File: config.mk
export PLATFORM = sky130hd
export DESIGN_NAME = interrupt_control_unit
export DESIGN_NICKNAME = d
export VERILOG_FILES = /design/src/shared/icu_pkg.sv /design/src/core/interrupt_control_unit.sv
export SDC_FILE = /design/constraint.sdc
export NUM_CORES = 1
export LEC_CHECK = 0
export ABC_AREA = 1
export BUFFER_PORTS_ARGS = -buffer_cell sky130_fd_sc_hd__buf_4
export CAP_MARGIN = 5
export CORE_MARGIN = 4
export CORE_UTILIZATION = 55
export DETAILED_ROUTE_END_ITERATION = 10
export PLACE_DENSITY = 0.84
export RECOVER_POWER = 100
export SYNTH_ARGS = -nofsm -noshare
export SYNTH_HDL_FRONTEND = slang
export SYNTH_SLANG_ARGS = --single-unit
File: constraint.sdc
create_clock -name I_CLK -period 5.03 [get_ports I_CLK]
set_input_delay 0.2515 -clock I_CLK [delete_from_list [all_inputs] [get_ports I_CLK]]
set_output_delay 0.2515 -clock I_CLK [all_outputs]
set_load 0.03 [all_outputs]
File: src/shared/icu_pkg.sv
package icu_pkg;
    // register byte addresses on the axi4-lite bus
    localparam logic [5:0] ADDR_NMI_PEND = 6'h00;
    localparam logic [5:0] ADDR_NMI_CTRL = 6'h04;
    localparam logic [5:0] ADDR_VECTOR = 6'h08;
    localparam logic [5:0] ADDR_MASK_LO = 6'h0c;
    localparam logic [5:0] ADDR_MASK_HI = 6'h10;
    localparam logic [5:0] ADDR_RAW_LO = 6'h14;
    localparam logic [5:0] ADDR_RAW_HI = 6'h18;
    localparam logic [5:0] ADDR_PSW = 6'h1c;
    localparam logic [5:0] ADDR_TBASE = 6'h20;
    localparam logic [5:0] ADDR_TSP = 6'h24;
    // nonmaskable_trap_control fields
    localparam int CTRL_EN_BIT = 0;
    localparam int CTRL_PIN_BIT = 1;
    localparam int CTRL_LOCK_BIT = 2;
    // processor_status_word fields
    localparam int PSW_E_BIT = 9;
    localparam int PSW_I_BIT = 11;
    localparam logic [15:0] PSW_RESET = 16'h0200;
    localparam logic [7:0] MASK_RESET = 8'hff;
    // 21-bit pointers: top five bits and bit 0 are always zero
    localparam logic [20:0] PTR_KEEP = 21'h00fffe;
    localparam logic [4:0] VEC_BASE = 5'h10;
    localparam logic [1:0] RESP_OKAY = 2'h0;
    localparam logic [1:0] RESP_SLVERR = 2'h2;

    typedef struct packed {
        logic [15:0] psw;
        logic [20:0] tsp;
    } core_state_s;
endpackage : icu_pkg

File: src/core/interrupt_control_unit.sv
// Added by the designer: register access over AXI4-Lite and the register offsets.
`timescale 1ns/10ps
module interrupt_control_unit #(
    parameter int NUM_REQ = 16
) (
    // clock and reset
    input wire logic I_CLK,
    input wire logic I_RST_B,
    input wire logic I_CE,
    // request pins
    input wire logic I_NMI_PIN_B,
    input wire logic [NUM_REQ-1:0] I_IRQ,
    // core side
    input wire logic I_ACK,
    input wire logic I_NMI_TAKEN,
    input wire logic I_RETURN,
    input wire logic [15:0] I_RESTORE_PSW,
    input wire logic I_SET_E,
    input wire logic I_CLR_E,
    // axi4-lite slave
    input wire logic [5:0] I_AWADDR,
    input wire logic I_AWVALID,
    output logic O_AWREADY,
    input wire logic [31:0] I_WDATA,
    input wire logic [3:0] I_WSTRB,
    input wire logic I_WVALID,
    output logic O_WREADY,
    output logic [1:0] O_BRESP,
    output logic O_BVALID,
    input wire logic I_BREADY,
    input wire logic [5:0] I_ARADDR,
    input wire logic I_ARVALID,
    output logic O_ARREADY,
    output logic [31:0] O_RDATA,
    output logic [1:0] O_RRESP,
    output logic O_RVALID,
    input wire logic I_RREADY,
    // to core
    output logic O_NMI_REQ,
    output logic O_IRQ_REQ,
    output logic [7:0] O_VECTOR,
    output icu_pkg::core_state_s O_CORE,
    output logic [20:0] O_TBASE
);
    import icu_pkg::*;

    if (NUM_REQ != 16) begin : g_num_req_check
        $error("NUM_REQ must be 16");
    end

    logic nmi_en, nmi_lock, nmi_pend, pin_d;
    logic [15:0] mask, psw;
    logic [20:0] tbase, tsp;
    logic [7:0] vector;
    logic aw_held, w_held;
    logic [5:0] aw_addr;
    logic [31:0] w_data;
    logic [3:0] w_strb;

    // nmi edge detect: pin is synchronous to the clock
    wire nmi_fall = pin_d & ~I_NMI_PIN_B;
    wire nmi_armed = nmi_lock | nmi_en;
    wire nmi_trap = nmi_fall & nmi_armed;

    // priority encode, 15 highest
    wire [15:0] active = I_IRQ & mask;
    logic [3:0] win;
    always_comb begin
        win = 4'h0;
        for (int k = 0; k < 16; k++) begin
            if (active[k]) win = 4'(k);
        end
    end
    wire any_active = |active;
    wire irq_ok = psw[PSW_E_BIT] & psw[PSW_I_BIT];
    wire [7:0] next_vector = {3'h0, VEC_BASE | {1'b0, win}};

    // bus write decode
    // writes apply the held beat: the master may change wdata once it is taken
    wire wr_go = aw_held & w_held & ~O_BVALID;
    wire wr_hit = (aw_addr == ADDR_NMI_CTRL) | (aw_addr == ADDR_MASK_LO) | (aw_addr == ADDR_MASK_HI) |
        (aw_addr == ADDR_PSW) | (aw_addr == ADDR_TBASE) | (aw_addr == ADDR_TSP) |
        (aw_addr == ADDR_NMI_PEND) | (aw_addr == ADDR_VECTOR) | (aw_addr == ADDR_RAW_LO) |
        (aw_addr == ADDR_RAW_HI);
    wire wr_ctrl = wr_go & (aw_addr == ADDR_NMI_CTRL) & w_strb[0];
    wire wr_mlo = wr_go & (aw_addr == ADDR_MASK_LO) & w_strb[0];
    wire wr_mhi = wr_go & (aw_addr == ADDR_MASK_HI) & w_strb[0];
    wire wr_psw = wr_go & (aw_addr == ADDR_PSW) & (&w_strb[1:0]);
    wire wr_tbase = wr_go & (aw_addr == ADDR_TBASE) & (&w_strb[2:0]);
    wire wr_tsp = wr_go & (aw_addr == ADDR_TSP) & (&w_strb[2:0]);

    // bus read decode
    wire rd_go = I_ARVALID & O_ARREADY;
    wire [7:0] ctrl_rd = {5'h00, nmi_lock, I_NMI_PIN_B, nmi_en};
    logic [31:0] rd_mux;
    logic rd_err;
    always_comb begin
        rd_err = 1'b0;
        case (I_ARADDR)
            ADDR_NMI_PEND: rd_mux = {31'h0, nmi_pend};
            ADDR_NMI_CTRL: rd_mux = {24'h0, ctrl_rd};
            ADDR_VECTOR: rd_mux = {24'h0, vector};
            ADDR_MASK_LO: rd_mux = {24'h0, mask[7:0]};
            ADDR_MASK_HI: rd_mux = {24'h0, mask[15:8]};
            ADDR_RAW_LO: rd_mux = {24'h0, I_IRQ[7:0]};
            ADDR_RAW_HI: rd_mux = {24'h0, I_IRQ[15:8]};
            ADDR_PSW: rd_mux = {16'h0, psw};
            ADDR_TBASE: rd_mux = {11'h0, tbase};
            ADDR_TSP: rd_mux = {11'h0, tsp};
            default: begin
                rd_mux = 32'h0;
                rd_err = 1'b1;
            end
        endcase
    end
    wire rd_pend = rd_go & (I_ARADDR == ADDR_NMI_PEND);

    // psw next value: core events outrank bus writes
    logic [15:0] next_psw;
    always_comb begin
        next_psw = psw;
        if (wr_psw) next_psw = w_data[15:0];
        if (I_SET_E) next_psw[PSW_E_BIT] = 1'b1;
        if (I_CLR_E) next_psw[PSW_E_BIT] = 1'b0;
        if (I_ACK | I_NMI_TAKEN) next_psw[PSW_I_BIT] = 1'b0;
        if (I_RETURN) next_psw = I_RESTORE_PSW;
    end

    // stack pointer steps one psw word down on entry, up on return
    logic [20:0] next_tsp;
    always_comb begin
        next_tsp = tsp;
        if (wr_tsp) next_tsp = w_data[20:0] & PTR_KEEP;
        if (I_ACK | I_NMI_TAKEN) next_tsp = (tsp - 21'h2) & PTR_KEEP;
        else if (I_RETURN) next_tsp = (tsp + 21'h2) & PTR_KEEP;
    end

    always_ff @(posedge I_CLK or negedge I_RST_B) begin
        if (!I_RST_B) begin
            nmi_en <= 1'b0;
            nmi_lock <= 1'b0;
            nmi_pend <= 1'b0;
            pin_d <= 1'b1;
        end else if (I_CE) begin
            pin_d <= I_NMI_PIN_B;
            // lock is sticky: only reset clears it
            if (wr_ctrl & w_data[CTRL_LOCK_BIT]) nmi_lock <= 1'b1;
            if (nmi_trap & ~nmi_lock) nmi_en <= 1'b0;
            else if (wr_ctrl) nmi_en <= w_data[CTRL_EN_BIT];
            // set wins over read clear
            if (nmi_trap) nmi_pend <= 1'b1;
            else if (rd_pend) nmi_pend <= 1'b0;
        end
    end

    always_ff @(posedge I_CLK or negedge I_RST_B) begin
        if (!I_RST_B) begin
            mask <= {MASK_RESET, MASK_RESET};
            psw <= PSW_RESET;
            tbase <= 21'h0;
            tsp <= 21'h0;
            vector <= 8'h0;
        end else if (I_CE) begin
            if (wr_mlo) mask[7:0] <= w_data[7:0];
            if (wr_mhi) mask[15:8] <= w_data[7:0];
            psw <= next_psw;
            if (wr_tbase) tbase <= w_data[20:0] & PTR_KEEP;
            tsp <= next_tsp;
            // vector frozen during acknowledge so the core reads a stable value
            if (!I_ACK && any_active) vector <= next_vector;
        end
    end

    // outputs to core
    always_ff @(posedge I_CLK or negedge I_RST_B) begin
        if (!I_RST_B) begin
            O_NMI_REQ <= 1'b0;
            O_IRQ_REQ <= 1'b0;
            O_VECTOR <= 8'h0;
            O_CORE <= '0;
            O_TBASE <= 21'h0;
        end else if (I_CE) begin
            O_NMI_REQ <= nmi_trap;
            O_IRQ_REQ <= any_active & irq_ok & ~I_ACK;
            O_VECTOR <= I_ACK ? vector : next_vector;
            O_CORE <= '{psw: next_psw, tsp: next_tsp};
            O_TBASE <= wr_tbase ? (w_data[20:0] & PTR_KEEP) : tbase;
        end
    end

    // axi4-lite write channel: address and data taken in either order
    always_ff @(posedge I_CLK or negedge I_RST_B) begin
        if (!I_RST_B) begin
            aw_held <= 1'b0;
            w_held <= 1'b0;
            aw_addr <= 6'h0;
            w_data <= 32'h0;
            w_strb <= 4'h0;
            O_AWREADY <= 1'b0;
            O_WREADY <= 1'b0;
            O_BVALID <= 1'b0;
            O_BRESP <= RESP_OKAY;
        end else if (I_CE) begin
            // ready never waits for valid, so a waiting master cannot stall a channel
            O_AWREADY <= ~aw_held;
            O_WREADY <= ~w_held;
            if (I_AWVALID & O_AWREADY) begin
                aw_held <= 1'b1;
                aw_addr <= I_AWADDR;
                O_AWREADY <= 1'b0;
            end
            if (I_WVALID & O_WREADY) begin
                w_held <= 1'b1;
                w_data <= I_WDATA;
                w_strb <= I_WSTRB;
                O_WREADY <= 1'b0;
            end
            if (wr_go) begin
                O_BVALID <= 1'b1;
                O_BRESP <= wr_hit ? RESP_OKAY : RESP_SLVERR;
            end else if (O_BVALID & I_BREADY) begin
                O_BVALID <= 1'b0;
                aw_held <= 1'b0;
                w_held <= 1'b0;
                O_AWREADY <= 1'b1;
                O_WREADY <= 1'b1;
            end
        end
    end

    // axi4-lite read channel
    always_ff @(posedge I_CLK or negedge I_RST_B) begin
        if (!I_RST_B) begin
            O_ARREADY <= 1'b1;
            O_RVALID <= 1'b0;
            O_RDATA <= 32'h0;
            O_RRESP <= RESP_OKAY;
        end else if (I_CE) begin
            if (rd_go) begin
                O_ARREADY <= 1'b0;
                O_RVALID <= 1'b1;
                O_RDATA <= rd_mux;
                O_RRESP <= rd_err ? RESP_SLVERR : RESP_OKAY;
            end else if (O_RVALID & I_RREADY) begin
                O_RVALID <= 1'b0;
                O_ARREADY <= 1'b1;
            end
        end
    end
endmodule : interrupt_control_unit

==> results_dict.tcl <==
set metrics [dict create \
    nets 1093 \
    cts.htree.levels 4 \
    synth.most_common_cell "nand2_1" \
    muxShareOfSynthArea_pct 1.90 \
    rrSetupSlack_ns 2.57 \
    r2r_end "O_CORE[3]" \
    setup_violations 0 \
    finalPower_mw 4.07 \
    maxSlewViolCount 65 \
    grt_pass1_vias 6173 \
    instances_no_fill 1182 \
    grt_pass1_wl_mm 32.9 \
    cts_sinks 129 \
    tightestPinTransition_ns 1.55 \
    drive_gt1_share_pct 16.4 \
    worstPathArrival_ns 2.78 \
    critPathLaunchType "primary input" \
    totalWireLength_mm 21.5 \
    synth_cell_types 53 \
    ys.flop_type "dfrtp_1" \
    track_usage_pct 28.9 \
    final_area_um2 8380 \
    cp.required_ns 5.29 \
    yosys.area_share.simple_pct 23.1 \
    ir_drop_mv 0.233 \
    rr_worst_depth 9 \
    ant_nets 0 \
    cts_made_buffers 17 \
    drtIter0Drc 909 \
    num-fill-cells 1165 \
    syn_avg_cell_area_um2 8.17 \
    area_growth_pct 18.1 \
    end_kind "asynchronous set/reset pin" \
    synth_top_family_by_area "simple AND/OR/NAND/NOR gates" \
    die_h_um 122 \
    drv_cap 1 \
    min-delay-start "I_WDATA[12]" \
    fin_crit_ns 2.52 \
    viasPerCell 5.73 \
    core-area_um2 12600 \
    finalCritPeriodShare_pct 50.1 \
    violations "capacitance limit, slew limit" \
    synth_xor_xnor_area_share_pct 1.48 \
    port_buffers 152 \
    p_leak_nw 3.90 \
    rsz0062_at_grt "false" \
    die_area_um2 14800 \
    cp_max_fo 66 \
    cts_setup_buffers 0 \
    fin_hold_ws_ns 0.0576 \
    gp_congestion 0.986 \
    postCtsHoldBufs 1 \
    synth_adder_area_share_pct 0.353 \
    power_density_nw_per_um2 486 \
    grt_overflow 0 \
    synth-edff-count 0 \
    synth_area_leaders "dfrtp_1 39%, nand2_1 11%, dfstp_2 7.0%" \
    async_flop_share_pct 100 \
    yosysSeqAreaShare_pct 45.8 \
    yosysTopAreaCell "dfrtp_1" \
    multi_input_area_um2 3130 \
    ios 203 \
    hp-class "in2reg" \
    ys_top_cells_by_count "207 x nand2_1, 110 x dfrtp_1, 78 x nor2_1, 65 x inv_1, 60 x o21ai_0" \
    path_cells "dlygate4sd3_1 > buf_4 > clkbuf_2" \
    rows 41 \
    crit_path_start "I_RST_B" \
    synth-seq-cells 129 \
    die_w_um 122 \
    vias 6771 \
    finClkSkew_ns 0.0115 \
    yosysWarningCount 0 \
    worst_slew_margin_rel_pct -3.26 \
    path_class "in2async" \
    synth_top_area_share_pct 38.8 \
    cts_root_buf "clkbuf_16" \
    start_util_pct 56.2 \
    netlist_instances 868 \
    firstDrtPassIters 5 \
    insertion_delay_ns 0.43 \
    fmax_mhz 397 \
    cts_buffer_depth 2 \
    tns_ns 0 \
    register_area_um2 3250 \
    clkTransAtPathRegs_ns 0.06 \
    cp_slowest_cell "clkbuf_2" \
    grt_max_degree 67 \
    synth-compound-area-share_pct 16.2 \
    drcViolationCount 0 \
    synth_area_um2 7100 \
    rr_startpoint "aw_addr[1]" \
    max_stage_delay_ns 1.26 \
    wl_per_cell_um 18.2 \
    antenna_found_initial 0 \
    status "complete, but fails checks" \
    cts_resized 0 \
    tritoncts "yes" \
    dpl_cell_area_um2 8070 \
    setup.worst_path.end "O_RDATA[7]" \
    n_antenna_cell 0 \
    hold_viol 0 \
    place_inst 1149 \
    dp_hpwl_mm 15.8 \
]
critical path, delay by kind of cell:
family,cells,cell delay (ns)
buffers and inverters,3,2.45
registers in the layout, summed over array words and instances, names as in the netlist, 3 cells and up:
signal    cells
O_CORE       16
O_RDATA      16
mask         16
psw          16
w_data       16
O_TBASE      15
aw_addr       6
O_VECTOR      5
vector        5
w_strb        3
routing by layer:
metal	global-route usage (%)	vias up	share of wire [%]
met4	10.5	0	3.0
li1	-	3104	-
met3	7.47	55	11
met2	44.3	434	45
met1	40.1	3178	41
met5	0	-	0
placed cells by master (no fill, tap or decap), types with 3 or more instances in the layout:
| master | instances |
|---|---|
| nand2_1 | 209 |
| dfrtp_1 | 110 |
| nor2_1 | 78 |
| o21ai_0 | 77 |
| clkbuf_1 | 77 |
| buf_4 | 75 |
| inv_1 | 67 |
| a21oi_1 | 36 |
| nand3_1 | 36 |
| conb_1 | 33 |
| dfstp_2 | 19 |
| clkbuf_16 | 17 |
| a22oi_1 | 15 |
| a221oi_1 | 15 |
| nand4_1 | 14 |
| mux2_2 | 12 |
| a31oi_1 | 12 |
| xor2_1 | 11 |
| nor2_2 | 10 |
| o211ai_1 | 9 |
| nor3_1 | 8 |
| o21ai_1 | 7 |
| inv_2 | 5 |
| o21a_1 | 4 |
| bufinv_16 | 4 |
| nor4_1 | 3 |
| nand2_2 | 3 |
| clkinv_2 | 3 |
| clkinvlp_4 | 3 |
final cells by class:
| type | instances | share of cell area (%) |
|---|---|---|
| multi-input combinational | 621 | 37.4 |
| clock inverter | 13 | 2.20 |
| inverter | 74 | 3.31 |
| timing repair buffer | 154 | 10.3 |
| tap | 172 | 2.57 |
| sequential | 129 | 38.8 |
| clock buffer | 19 | 5.41 |
how the worst min path moves through the flow:
| stage | to | slack (ns) | cells past startpoint |
|---|---|---|---|
| 5_1_grt | w_data[12] | 0.06 | 2 |
| 3_3_place_gp | aw_addr[0] | 0.41 | 1 |
| 6_report | w_data[12] | 0.06 | 2 |
| 4_1_cts | w_data[12] | 0.05 | 2 |
| 3_5_place_dp | w_strb[2] | 0.42 | 1 |
| 2_1_floorplan | O_AWREADY | -0.04 | 0 |
power breakdown:
part,switching [mW],internal [mW],total (mW),leakage (nW)
clock network,0.471,0.855,1.33,0.305
logic,0.834,0.338,1.17,2.05
registers,0.251,1.32,1.57,1.55
kinds of logic after synthesis:
family,Yosys count
AND/OR/NAND/NOR,372
AO/OA/AOI/OAI,190
buffers and inverters,150
flip-flops,129
XOR/XNOR,12
multiplexers,12
adder cells (fa/ha/maj),2
other,1
through the flow:
stage	utilization, %	setup WS, ns
floorplan	-	3.10
global route	66.4	2.08
detailed placement	63.9	2.82
finish	66.4	2.51
CTS	69.1	2.88
global placement	63.9	2.84
Power figures use the tool's default switching activity.
